`config.mk`:
```
export PLATFORM = sky130hd
export DESIGN_NAME = pds_pwm_bridge
export DESIGN_NICKNAME = d
export VERILOG_FILES = /design/src/logic/pds_pkg.sv /design/src/logic/pds_pwm_bridge.sv /design/src/logic/pds_deadband.sv /design/src/logic/pds_shutdown_ctl.sv
export SDC_FILE = /design/constraint.sdc
export NUM_CORES = 1
export LEC_CHECK = 0
export BUFFER_PORTS_ARGS = -buffer_cell sky130_fd_sc_hd__buf_2
export CORE_ASPECT_RATIO = 0.9
export CORE_MARGIN = 1.5
export CORE_UTILIZATION = 40
export DETAILED_ROUTE_END_ITERATION = 10
export SETUP_SLACK_MARGIN = 0.3
export SLEW_MARGIN = 20
export SYNTH_ARGS = -nofsm -noshare
export SYNTH_HDL_FRONTEND = slang
export SYNTH_SLANG_ARGS = --single-unit
```
`constraint.sdc`:
```
create_clock -name clock_i -period 2 [get_ports clock_i]
set_input_delay 0.2 -clock clock_i [delete_from_list [all_inputs] [get_ports clock_i]]
set_output_delay 0.2 -clock clock_i [all_outputs]
set_load 0.02 [all_outputs]
```
`src/logic/pds_pkg.sv`:
```
// Constants, types and shared decode for the dead-band and auto-shutdown block
package pds_pkg;

	// Register offsets on the plain register port
	localparam logic [1:0] PDS_OFS_CFG  = 2'h0;
	localparam logic [1:0] PDS_OFS_ASD  = 2'h1;
	localparam logic [1:0] PDS_OFS_MODE = 2'h2;
	localparam logic [1:0] PDS_OFS_STAT = 2'h3;

	// Field positions
	localparam int PDS_CFG_RESTART_BIT = 7;
	localparam int PDS_CFG_COUNT_W     = 7;
	localparam int PDS_ASD_STATUS_BIT  = 7;
	localparam int PDS_ASD_SRC_LSB     = 4;
	localparam int PDS_ASD_AC_LSB      = 2;
	localparam int PDS_ASD_BD_LSB      = 0;
	localparam int PDS_MODE_EN_BIT     = 4;
	localparam int PDS_MODE_OUTCFG_LSB = 2;
	localparam int PDS_MODE_POL_AC_BIT = 1;
	localparam int PDS_MODE_POL_BD_BIT = 0;
	localparam int PDS_STAT_PTF_BIT    = 0;

	// Bits inside the shutdown source field
	localparam int PDS_SRC_CMP1_BIT  = 0;
	localparam int PDS_SRC_CMP2_BIT  = 1;
	localparam int PDS_SRC_FAULT_BIT = 2;

	// Reset values
	localparam logic [7:0] PDS_CFG_RESET  = 8'h00;
	localparam logic [7:0] PDS_ASD_RESET  = 8'h00;
	localparam logic [7:0] PDS_MODE_RESET = 8'h00;
	localparam logic       PDS_PTF_RESET  = 1'b0;

	// Writable bits of the mode register
	localparam logic [7:0] PDS_MODE_MASK = 8'h1f;

	typedef enum logic [1:0] {
		PDS_OUT_SINGLE   = 2'h0,
		PDS_OUT_HALF     = 2'h1,
		PDS_OUT_FULL_FWD = 2'h2,
		PDS_OUT_FULL_REV = 2'h3
	} pds_outcfg_t;

	typedef enum logic [2:0] {
		PDS_SD_RUN     = 3'h1,
		PDS_SD_TRIPPED = 3'h2,
		PDS_SD_WAIT    = 3'h4
	} pds_sd_state_t;

	typedef struct packed {
		logic bridge_out_a;
		logic bridge_out_b;
		logic bridge_out_c;
		logic bridge_out_d;
	} pds_quad_t;

	// Shutdown state code to {enable, level}: 00 low, 01 high, 1x released
	function automatic logic [1:0] pds_sd_drive(input logic [1:0] code);
		pds_sd_drive = code[1] ? 2'h0 : {1'b1, code[0]};
	endfunction

endpackage : pds_pkg

```
`src/logic/pds_pwm_bridge.sv`:
```
// Enhanced PWM output stage: dead band, polarity, auto-shutdown, registers
`timescale 1ns/1ps
module pds_pwm_bridge
	import pds_pkg::*;
#(
	parameter bit ENHANCED = 1'b1
) (
	// Clock and reset
	input  wire logic       clock_i,
	input  wire logic       nrst_i,
	// Register port
	input  wire logic [1:0] addr_i,
	input  wire logic [7:0] wdata_i,
	input  wire logic       wr_i,
	input  wire logic       rd_i,
	output logic      [7:0] rdata_o,
	// Period generator
	input  wire logic       pwm_sched_i,
	input  wire logic       period_start_i,
	// Shutdown sources
	input  wire logic       fault_in_n_i,
	input  wire logic       cmp1_i,
	input  wire logic       cmp2_i,
	// Bridge pins
	output pds_quad_t       bridge_o,
	output pds_quad_t       bridge_oe_o,
	output logic            period_timer_flag_o
);

	localparam logic [7:0] CFG_WMASK = ENHANCED ? 8'hff : 8'h80;
	localparam logic [6:0] ASD_WMASK = ENHANCED ? 7'h7f : 7'h7c;

	logic [7:0]                 cfg_q;
	logic [6:0]                 asd_q;
	logic [7:0]                 mode_q;
	logic                       ptf_q;
	logic [7:0]                 rdata_q;
	pds_quad_t                  pin_q;
	pds_quad_t                  pin_oe_q;
	pds_quad_t                  act_c;
	pds_quad_t                  sd_lvl_c;
	pds_quad_t                  sd_oe_c;
	logic [1:0]                 sched_c;
	logic [1:0]                 db_act;
	logic [2:0]                 src_c;
	logic [2:0]                 hit_c;
	logic                       mode_en;
	pds_outcfg_t                outcfg;
	logic                       db_en;
	logic                       cause_c;
	logic                       status;
	logic                       run;
	logic                       force_c;
	logic                       wr_cfg;
	logic                       wr_asd;
	logic                       wr_mode;
	logic                       wr_stat;
	logic [PDS_CFG_COUNT_W-1:0] count_c;
	logic [1:0]                 ac_drv;
	logic [1:0]                 bd_drv;

	// Strobe aimed at one register offset
	function automatic logic reg_hit(input logic strobe, input logic [1:0] a,
		input logic [1:0] ofs);
		reg_hit = strobe && (a == ofs);
	endfunction

	assign wr_cfg  = reg_hit(wr_i, addr_i, PDS_OFS_CFG);
	assign wr_asd  = reg_hit(wr_i, addr_i, PDS_OFS_ASD);
	assign wr_mode = reg_hit(wr_i, addr_i, PDS_OFS_MODE);
	assign wr_stat = reg_hit(wr_i, addr_i, PDS_OFS_STAT);

	// Registers
	always_ff @(posedge clock_i or negedge nrst_i) begin
		if (!nrst_i) begin
			cfg_q <= PDS_CFG_RESET;
		end else if (wr_cfg) begin
			cfg_q <= wdata_i & CFG_WMASK;
		end
	end

	always_ff @(posedge clock_i or negedge nrst_i) begin
		if (!nrst_i) begin
			asd_q <= PDS_ASD_RESET[6:0];
		end else if (wr_asd) begin
			asd_q <= wdata_i[6:0] & ASD_WMASK;
		end
	end

	always_ff @(posedge clock_i or negedge nrst_i) begin
		if (!nrst_i) begin
			mode_q <= PDS_MODE_RESET;
		end else if (wr_mode) begin
			mode_q <= wdata_i & PDS_MODE_MASK;
		end
	end

	// Period start outranks a clearing write so no completion is lost
	always_ff @(posedge clock_i or negedge nrst_i) begin
		if (!nrst_i) begin
			ptf_q <= PDS_PTF_RESET;
		end else if (period_start_i) begin
			ptf_q <= 1'b1;
		end else if (wr_stat) begin
			ptf_q <= wdata_i[PDS_STAT_PTF_BIT];
		end
	end

	always_ff @(posedge clock_i or negedge nrst_i) begin
		if (!nrst_i) begin
			rdata_q <= 8'h00;
		end else if (rd_i) begin
			case (addr_i)
				PDS_OFS_CFG:  rdata_q <= cfg_q;
				PDS_OFS_ASD:  rdata_q <= {status, asd_q};
				PDS_OFS_MODE: rdata_q <= mode_q;
				PDS_OFS_STAT: rdata_q <= {7'h00, ptf_q};
				default:      rdata_q <= 8'h00;
			endcase
		end else begin
			rdata_q <= 8'h00;
		end
	end

	assign rdata_o             = rdata_q;
	assign period_timer_flag_o = ptf_q;

	// Shutdown cause
	assign mode_en = mode_q[PDS_MODE_EN_BIT];
	assign outcfg  = pds_outcfg_t'(mode_q[PDS_MODE_OUTCFG_LSB +: 2]);
	assign src_c   = asd_q[PDS_ASD_SRC_LSB +: 3];
	assign hit_c[PDS_SRC_CMP1_BIT]  = cmp1_i;
	assign hit_c[PDS_SRC_CMP2_BIT]  = cmp2_i;
	assign hit_c[PDS_SRC_FAULT_BIT] = !fault_in_n_i;
	assign cause_c = mode_en && |(hit_c & src_c);

	pds_shutdown_ctl u_sd (
		.clock_i       (clock_i),
		.nrst_i        (nrst_i),
		.cause_i       (cause_c),
		.restart_en_i  (cfg_q[PDS_CFG_RESTART_BIT]),
		.period_start_i(period_start_i),
		.sw_wr_i       (wr_asd),
		.sw_val_i      (wdata_i[PDS_ASD_STATUS_BIT]),
		.status_o      (status),
		.run_o         (run)
	);

	// Live cause bypasses the flops so pins drop without a clock edge
	assign force_c = mode_en && (!run || cause_c);

	// Dead band on the true and complement schedules
	assign count_c    = cfg_q[PDS_CFG_COUNT_W-1:0];
	assign db_en      = ENHANCED && mode_en && (outcfg == PDS_OUT_HALF);
	assign sched_c[0] = pwm_sched_i;
	assign sched_c[1] = !pwm_sched_i;

	for (genvar g = 0; g < 2; g++) begin : g_db
		pds_deadband #(
			.CNT_W(PDS_CFG_COUNT_W)
		) u_db (
			.clock_i(clock_i),
			.nrst_i (nrst_i),
			.en_i   (db_en),
			.count_i(count_c),
			.sched_i(sched_c[g]),
			.act_o  (db_act[g])
		);
	end

	// Logical active levels per output mode
	always_comb begin
		act_c = '0;
		case (outcfg)
			PDS_OUT_SINGLE: begin
				act_c.bridge_out_a = db_act[0];
			end
			PDS_OUT_HALF: begin
				act_c.bridge_out_a = db_act[0];
				act_c.bridge_out_b = db_act[1];
			end
			PDS_OUT_FULL_FWD: begin
				act_c.bridge_out_a = 1'b1;
				act_c.bridge_out_d = db_act[0];
			end
			PDS_OUT_FULL_REV: begin
				act_c.bridge_out_c = 1'b1;
				act_c.bridge_out_b = db_act[0];
			end
			default: act_c = '0;
		endcase
	end

	// Polarity before the shutdown mux, so shutdown codes are pin levels
	always_ff @(posedge clock_i or negedge nrst_i) begin
		if (!nrst_i) begin
			pin_q    <= '0;
			pin_oe_q <= '0;
		end else begin
			pin_q.bridge_out_a <= act_c.bridge_out_a ^ mode_q[PDS_MODE_POL_AC_BIT];
			pin_q.bridge_out_c <= act_c.bridge_out_c ^ mode_q[PDS_MODE_POL_AC_BIT];
			pin_q.bridge_out_b <= act_c.bridge_out_b ^ mode_q[PDS_MODE_POL_BD_BIT];
			pin_q.bridge_out_d <= act_c.bridge_out_d ^ mode_q[PDS_MODE_POL_BD_BIT];
			pin_oe_q           <= {4{mode_en}};
		end
	end

	assign ac_drv = pds_sd_drive(asd_q[PDS_ASD_AC_LSB +: 2]);
	assign bd_drv = pds_sd_drive(asd_q[PDS_ASD_BD_LSB +: 2]);
	assign sd_lvl_c = '{bridge_out_a: ac_drv[0], bridge_out_b: bd_drv[0],
		bridge_out_c: ac_drv[0], bridge_out_d: bd_drv[0]};
	assign sd_oe_c  = '{bridge_out_a: ac_drv[1], bridge_out_b: bd_drv[1],
		bridge_out_c: ac_drv[1], bridge_out_d: bd_drv[1]};

	assign bridge_o    = force_c ? sd_lvl_c : pin_q;
	assign bridge_oe_o = force_c ? sd_oe_c : pin_oe_q;
endmodule // pds_pwm_bridge

```
`src/logic/pds_deadband.sv`:
```
// Dead-band delay on the inactive-to-active edge of one scheduled output
`timescale 1ns/1ps
module pds_deadband
	import pds_pkg::*;
#(
	parameter int CNT_W = 7
) (
	// Clock and reset
	input  wire logic             clock_i,
	input  wire logic             nrst_i,
	// Control
	input  wire logic             en_i,
	input  wire logic [CNT_W-1:0] count_i,
	// Scheduled and delayed level
	input  wire logic             sched_i,
	output logic                  act_o
);

	logic [CNT_W-1:0] cnt_q;
	logic             act_q;

	always_ff @(posedge clock_i or negedge nrst_i) begin
		if (!nrst_i) begin
			act_q <= 1'b0;
			cnt_q <= '0;
		end else if (!en_i) begin
			act_q <= sched_i;
			cnt_q <= '0;
		end else if (!sched_i) begin
			act_q <= 1'b0;
			cnt_q <= '0;
		end else if (!act_q) begin
			if (cnt_q >= count_i) begin
				act_q <= 1'b1;
			end else begin
				cnt_q <= cnt_q + {{(CNT_W-1){1'b0}}, 1'b1};
			end
		end
	end

	assign act_o = act_q;
endmodule // pds_deadband

```
`src/logic/pds_shutdown_ctl.sv`:
```
// Shutdown status and restart sequencing
`timescale 1ns/1ps
module pds_shutdown_ctl
	import pds_pkg::*;
(
	// Clock and reset
	input  wire logic clock_i,
	input  wire logic nrst_i,
	// Causes and restart policy
	input  wire logic cause_i,
	input  wire logic restart_en_i,
	input  wire logic period_start_i,
	// Software access to the status bit
	input  wire logic sw_wr_i,
	input  wire logic sw_val_i,
	// State
	output logic      status_o,
	output logic      run_o
);

	pds_sd_state_t state_q;
	pds_sd_state_t state_d;
	logic          set_c;
	logic          clr_c;

	// Writes are ignored while a cause is live; the cause itself sets the bit
	assign set_c = cause_i || (sw_wr_i && sw_val_i);
	assign clr_c = !cause_i && (restart_en_i || (sw_wr_i && !sw_val_i));

	always_comb begin
		state_d = state_q;
		case (state_q)
			PDS_SD_RUN: begin
				if (set_c) state_d = PDS_SD_TRIPPED;
			end
			PDS_SD_TRIPPED: begin
				if (!set_c && clr_c) state_d = PDS_SD_WAIT;
			end
			PDS_SD_WAIT: begin
				if (set_c) state_d = PDS_SD_TRIPPED;
				else if (period_start_i) state_d = PDS_SD_RUN;
			end
			default: state_d = PDS_SD_TRIPPED;
		endcase
	end

	always_ff @(posedge clock_i or negedge nrst_i) begin
		if (!nrst_i) begin
			state_q <= PDS_SD_RUN;
		end else begin
			state_q <= state_d;
		end
	end

	assign status_o = (state_q == PDS_SD_TRIPPED);
	assign run_o    = (state_q == PDS_SD_RUN);
endmodule // pds_shutdown_ctl

```
Word-level counts from Yosys, hierarchy flattened
Index checks and enable logic that the tools add are counted.
Word-level totals
  logic and storage cells: 101
  register bits after elaboration: 53
  output and inout bits: 17
Operators by class
  $add $sub $neg: 2
  equal/unequal tests: 16
  bitwise logic cells: 5
  reductions and logical operators: 28
  $lt $le $gt $ge: 2
  muxes and demuxes: 33
Operator list (number)
  $mux W7: 8
  $pmux W8 S4: 1
  $add A7 B1 Y7 const B: 2
  $ge A7 B7 Y1: 2
  $mux W1: 12
  $mux W3: 4
  $ne A3 B3 Y1 const B: 4
  $logic_and A1 B1 Y1: 11
  $pmux W3 S3: 1
  $eq A2 B2 Y1 const B: 4
  $mux W4: 2
  $mux W8: 1
  $logic_not A1 Y1: 6
  $eq A2 B1 Y1 const B: 2
  $logic_not A2 Y1: 2
  $mux W2: 2
  $ne A2 B1 Y1 const B: 2
  $pmux W1 S2: 2
  $reduce_and A2 Y1: 2
  $xor A1 B1 Y1: 4
  $and A3 B3 Y3: 1
  $eq A3 B1 Y1 const B: 1
  $eq A3 B2 Y1 const B: 1
  $eq A3 B3 Y1 const B: 1
  6 further kinds: 8

Logic depth before layout (Yosys ltp)
  depth in word-level cells: 9
  gate-level depth with buffers: 7
  gate-level depth less buffers: 7

Hierarchy
From an unflattened synthesis, not the netlist that was laid out.
Unflattened totals
  cells, all modules: 268
  area, all modules: 2901.5 um^2
Modules (own cells, without submodules)
  pds_pwm_bridge: seq. area each 850.8 um^2, cells each 117, area each 1554.0 um^2, instances 1
  pds_deadband: seq. area each 200.2 um^2, cells each 66, area each 573.0 um^2, instances 2
  pds_shutdown_ctl: seq. area each 76.3 um^2, cells each 19, area each 201.4 um^2, instances 1

Worst setup path after synthesis
OpenSTA, ideal clock, no wires.
  path kind: reg-to-output
  start point: register asd_q[4]
  end point: output port bridge_oe_o[2] in the netlist's numbering
  slack: 76 ps
  cell stages (with the launch flop): 7
  data arrival time: 1724 ps
  required time: 1800 ps
  buffers on the path: 1
  path through: dfrtp_1 -> a22oi_1 -> o21ai_0 -> o31ai_2 -> nand2_1 -> o21ai_0 -> buf_4
RTL lines
  from (decl): line pds_pwm_bridge.sv:34  | logic [6:0] asd_q;
  from (signal assigned): line pds_pwm_bridge.sv:84  | asd_q <= PDS_ASD_RESET[6:0];
  from (signal assigned): line pds_pwm_bridge.sv:86  | asd_q <= wdata_i[6:0] & ASD_WMASK;
  to (decl): line pds_pwm_bridge.sv:26  | output pds_quad_t bridge_oe_o,

==> flow_metrics.py <==
metrics = {
    "timing": {
        "slew_headroom_pct": 71.93,
        "setup_viol_count_final": 0,
        "fin_skew_ns": 0.008095,
        "fmax_mhz": 521.1,
        "hold_viol_final": 0,
        "fin_crit_ns": 1.919,
        "drv_slew": 0,
        "rsz0062_at_grt": "true",
        "worstMarginPinSlew_ns": 0.4202,
        "layout_worst_path_cycle_share_pct": 95.95,
    },
    "clock_tree": {
        "cts-htree-levels": 2,
        "cts_buffer_depth": 2,
        "clk_pin_slew_ns": 0.09,
        "clk_latency_ns": 0.31,
        "cts_buffers": 5,
        "numClockSinks": 53,
        "clockRootBuffer": "clkbuf_8",
        "cts_tree": "done",
    },
    "worst_setup_path": {
        "cp-end-kind": "output port",
        "path_cells": "a22oi_2 -> o21ai_4 -> o31ai_4 -> buf_12 -> or3b_4 -> nand2_2 -> buf_6",
        "worstPathArrival_ns": 1.72,
        "crit_path_max_incr_delay_ns": 0.41,
        "critPathLaunchType": "register",
        "worst_ep_required_time_ns": 1.80,
        "cp_num_buf_inv": 2,
        "crit_slowest_cell": "dfrtp_1",
        "crit_fanout": 8,
        "cp_top_family": "compound AO/OA/AOI/OAI gates",
        "crit_type": "reg2out",
    },
    "final_layout": {
        "nFillCells": 564,
        "nets": 380,
        "layout-area-overhead-vs-synth_pct": 36.17,
        "final_common_cell": "dfrtp_1",
        "stdcell_count": 436,
        "num_antenna_cells": 0,
        "layout-drive-gt1-share_pct": 39.31,
        "final_cell_mix": "dfrtp_1, nand2_1, buf_2",
    },
    "drt": {
        "dr.pass1.iters": 4,
        "route.detailed.drc": 0,
        "vias": 2258,
        "drt_iter0_drc": 80,
        "wirelength_um": 6715,
        "viasPerCell": 5.179,
        "wl_per_cell_um": 15.40,
        "ant_nets": 0,
    },
    "grt": {
        "antenna_found_initial": 0,
        "grt_pass1_wl_um": 11310,
        "track_usage_pct": 19.58,
        "grt_pass1_vias": 2221,
        "overflow": 0,
        "grt_start_max_net_pins": 54,
    },
    "power": {
        "p_leak_nw": 1.698,
        "power.density_nw_per_um2": 869.2,
        "total_power_w": 0.003259,
        "ir_worst_vdd_uv": 473.2,
    },
    "die": {
        "ios": 36,
        "fp.dieH_um": 81.72,
        "core_area_sq_um": 6621,
        "die_w_um": 90.46,
        "die_area_sq_um": 7392,
        "initial_core_util_pct": 41.59,
        "row_count": 28,
    },
    "outcome": {
        "status": "finished clean",
    },
    "place": {
        "post-place-cells": 406,
        "dp_hpwl_um": 4560,
        "port_buffers": 35,
        "gp_congestion": 0.8012,
    },
    "synth": {
        "yosysWarnings": 0,
        "synth.distinct_cells": 45,
        "synth_seq_cells": 53,
        "syn_avg_cell_area_sq_um": 9.800,
        "syn_nets": 316,
        "synth_seq_area_share_pct": 48.21,
        "synthCells": 281,
        "async_flop_share_pct": 100.0,
        "ys.flop_type": "dfrtp_1",
        "syn-cell-area_sq_um": 2754,
        "synth-edff-count": 0,
    },
    "min_path": {
        "hold_path_class": "in2reg",
    },
    "flow_run": {
        "cap_violations": 0,
    },
}
metal layers:
layer,global-route usage [%],vias up,part of all wire (%)
met5,0,-,0
met4,6.508,0,1.7
met3,3.333,11,2.9
met2,31.95,43,47
met1,26.65,1099,48
li1,-,1105,-
cells in the mapped netlist, types with 2 or more instances:
| library cell | number | area (sq um) |
|---|---|---|
| nand2_1 | 53 | 198.9 |
| dfrtp_1 | 52 | 1301 |
| o21ai_0 | 23 | 115.1 |
| ha_1 | 16 | 200.2 |
| nor2_1 | 16 | 60.06 |
| inv_1 | 12 | 45.04 |
| a21oi_1 | 10 | 50.05 |
| nand3_1 | 10 | 50.05 |
| xnor2_1 | 9 | 78.83 |
| mux2_2 | 8 | 90.09 |
| mux2i_1 | 8 | 80.08 |
| nand2b_1 | 6 | 37.54 |
| a211oi_1 | 5 | 37.54 |
| and2_1 | 5 | 31.28 |
| nand4_1 | 4 | 25.02 |
| or3_1 | 4 | 25.02 |
| and3_1 | 3 | 18.77 |
| nor2b_1 | 3 | 18.77 |
| a21o_1 | 2 | 15.01 |
| buf_2 | 2 | 10.01 |
| buf_4 | 2 | 15.01 |
| clkbuf_1 | 2 | 7.510 |
| nand3b_1 | 2 | 15.01 |
| o21a_1 | 2 | 15.01 |
| or3b_2 | 2 | 17.52 |
flip-flops by register name, indices dropped and copies added, names as in the netlist:
signal and flops:
g_db.u_db.act_o 2, pin_q 4, asd_q 7, mode_q 5, cfg_q 8, u_sd.state_q 3
period_timer_flag_o 1, pin_oe_q 1, rdata_o 8, g_db.u_db.cnt_q 14
worst min-delay path: stages:
cell and delay, ns:
buf_2 0.09, nand2_1 0.04, nand2_1 0.05
cells by family (layout without fill, tap and decap cells):
family                   after synthesis  count (layout)  share of synthesized area [%]
XOR/XNOR                              10              10                          3.181
multiplexers                          17              17                          6.997
AO/OA/AOI/OAI                         53              54                          11.86
AND/OR/NAND/NOR                      114             114                          19.67
adder cells (fa/ha/maj)               16              16                          7.269
buffers and inverters                 18              82                          2.817
flip-flops                            53              53                          48.21
path summary, 6_finish.rpt:
| path | startpoint | endpoint | slack [ns] | cells after the start |
|---|---|---|---|---|
| max | asd_q[4]$_DFFE_PN0N_ | bridge_o[0] | 0.08 | 7 |
| min | wdata_i[5] | asd_q[5]$_DFFE_PN0N_ | 0.11 | 3 |
| max reg2reg | cfg_q[6]$_DFFE_PN0P_ | g_db[1].u_db.cnt_q[6]$_DFFE_PN0P_ | 0.14 | 9 |
| min reg2reg | asd_q[2]$_DFFE_PN0N_ | asd_q[2]$_DFFE_PN0N_ | 0.53 | 2 |
| max in group asynchronous | nrst_i | u_sd.state_q[0]$_DFFE_PN1P_ | 1.31 | 3 |
| min in group asynchronous | nrst_i | rdata_o[4]$_DFF_PN0_ | 0.42 | 3 |
layout make-up:
type	instances	area (sq um)	area share, %
well taps	90	112.6	3.003
flip-flops and latches	53	1333	35.54
clock inverters	3	65.06	1.735
multi-input cells	211	1644	43.84
inverters	12	45.04	1.201
repair buffers	62	481.7	12.85
clock buffers	5	68.82	1.835
power by group:
part,internal (W),leakage [nW],switching (W)
clock network,0.000497,0.0681,0.000358
logic,0.000516,0.964,0.000533
registers,0.00122,0.666,0.000136
what timing repair did:
| item | CTS | global route |
|---|---|---|
| resized for setup | 50 | 30 |
| pin swaps | 12 | 14 |
| hold buffers | 1 | 0 |
| endpoints found under the setup margin | 22 | 24 |
| setup buffers | 15 | 5 |
| endpoints found under the hold margin | 52 | 0 |
| gates cloned | 1 | 0 |
through the flow:
stage               util (%)  setup slack, ns  cell area (sq um)  hold slack (ns)  setup TNS (ns)
floorplan                  -           0.2870               2821         -0.09559               0
global placement       47.22           0.1350               3127           0.2159               0
detailed placement     47.22          0.08131               3127           0.2181               0
CTS                    54.29          0.06923               3595           0.1106               0
global route           56.63        -0.001512               3750           0.1036       -0.001512
finish                 56.63          0.08096               3750           0.1090               0
(Power assumes the default switching activity.)
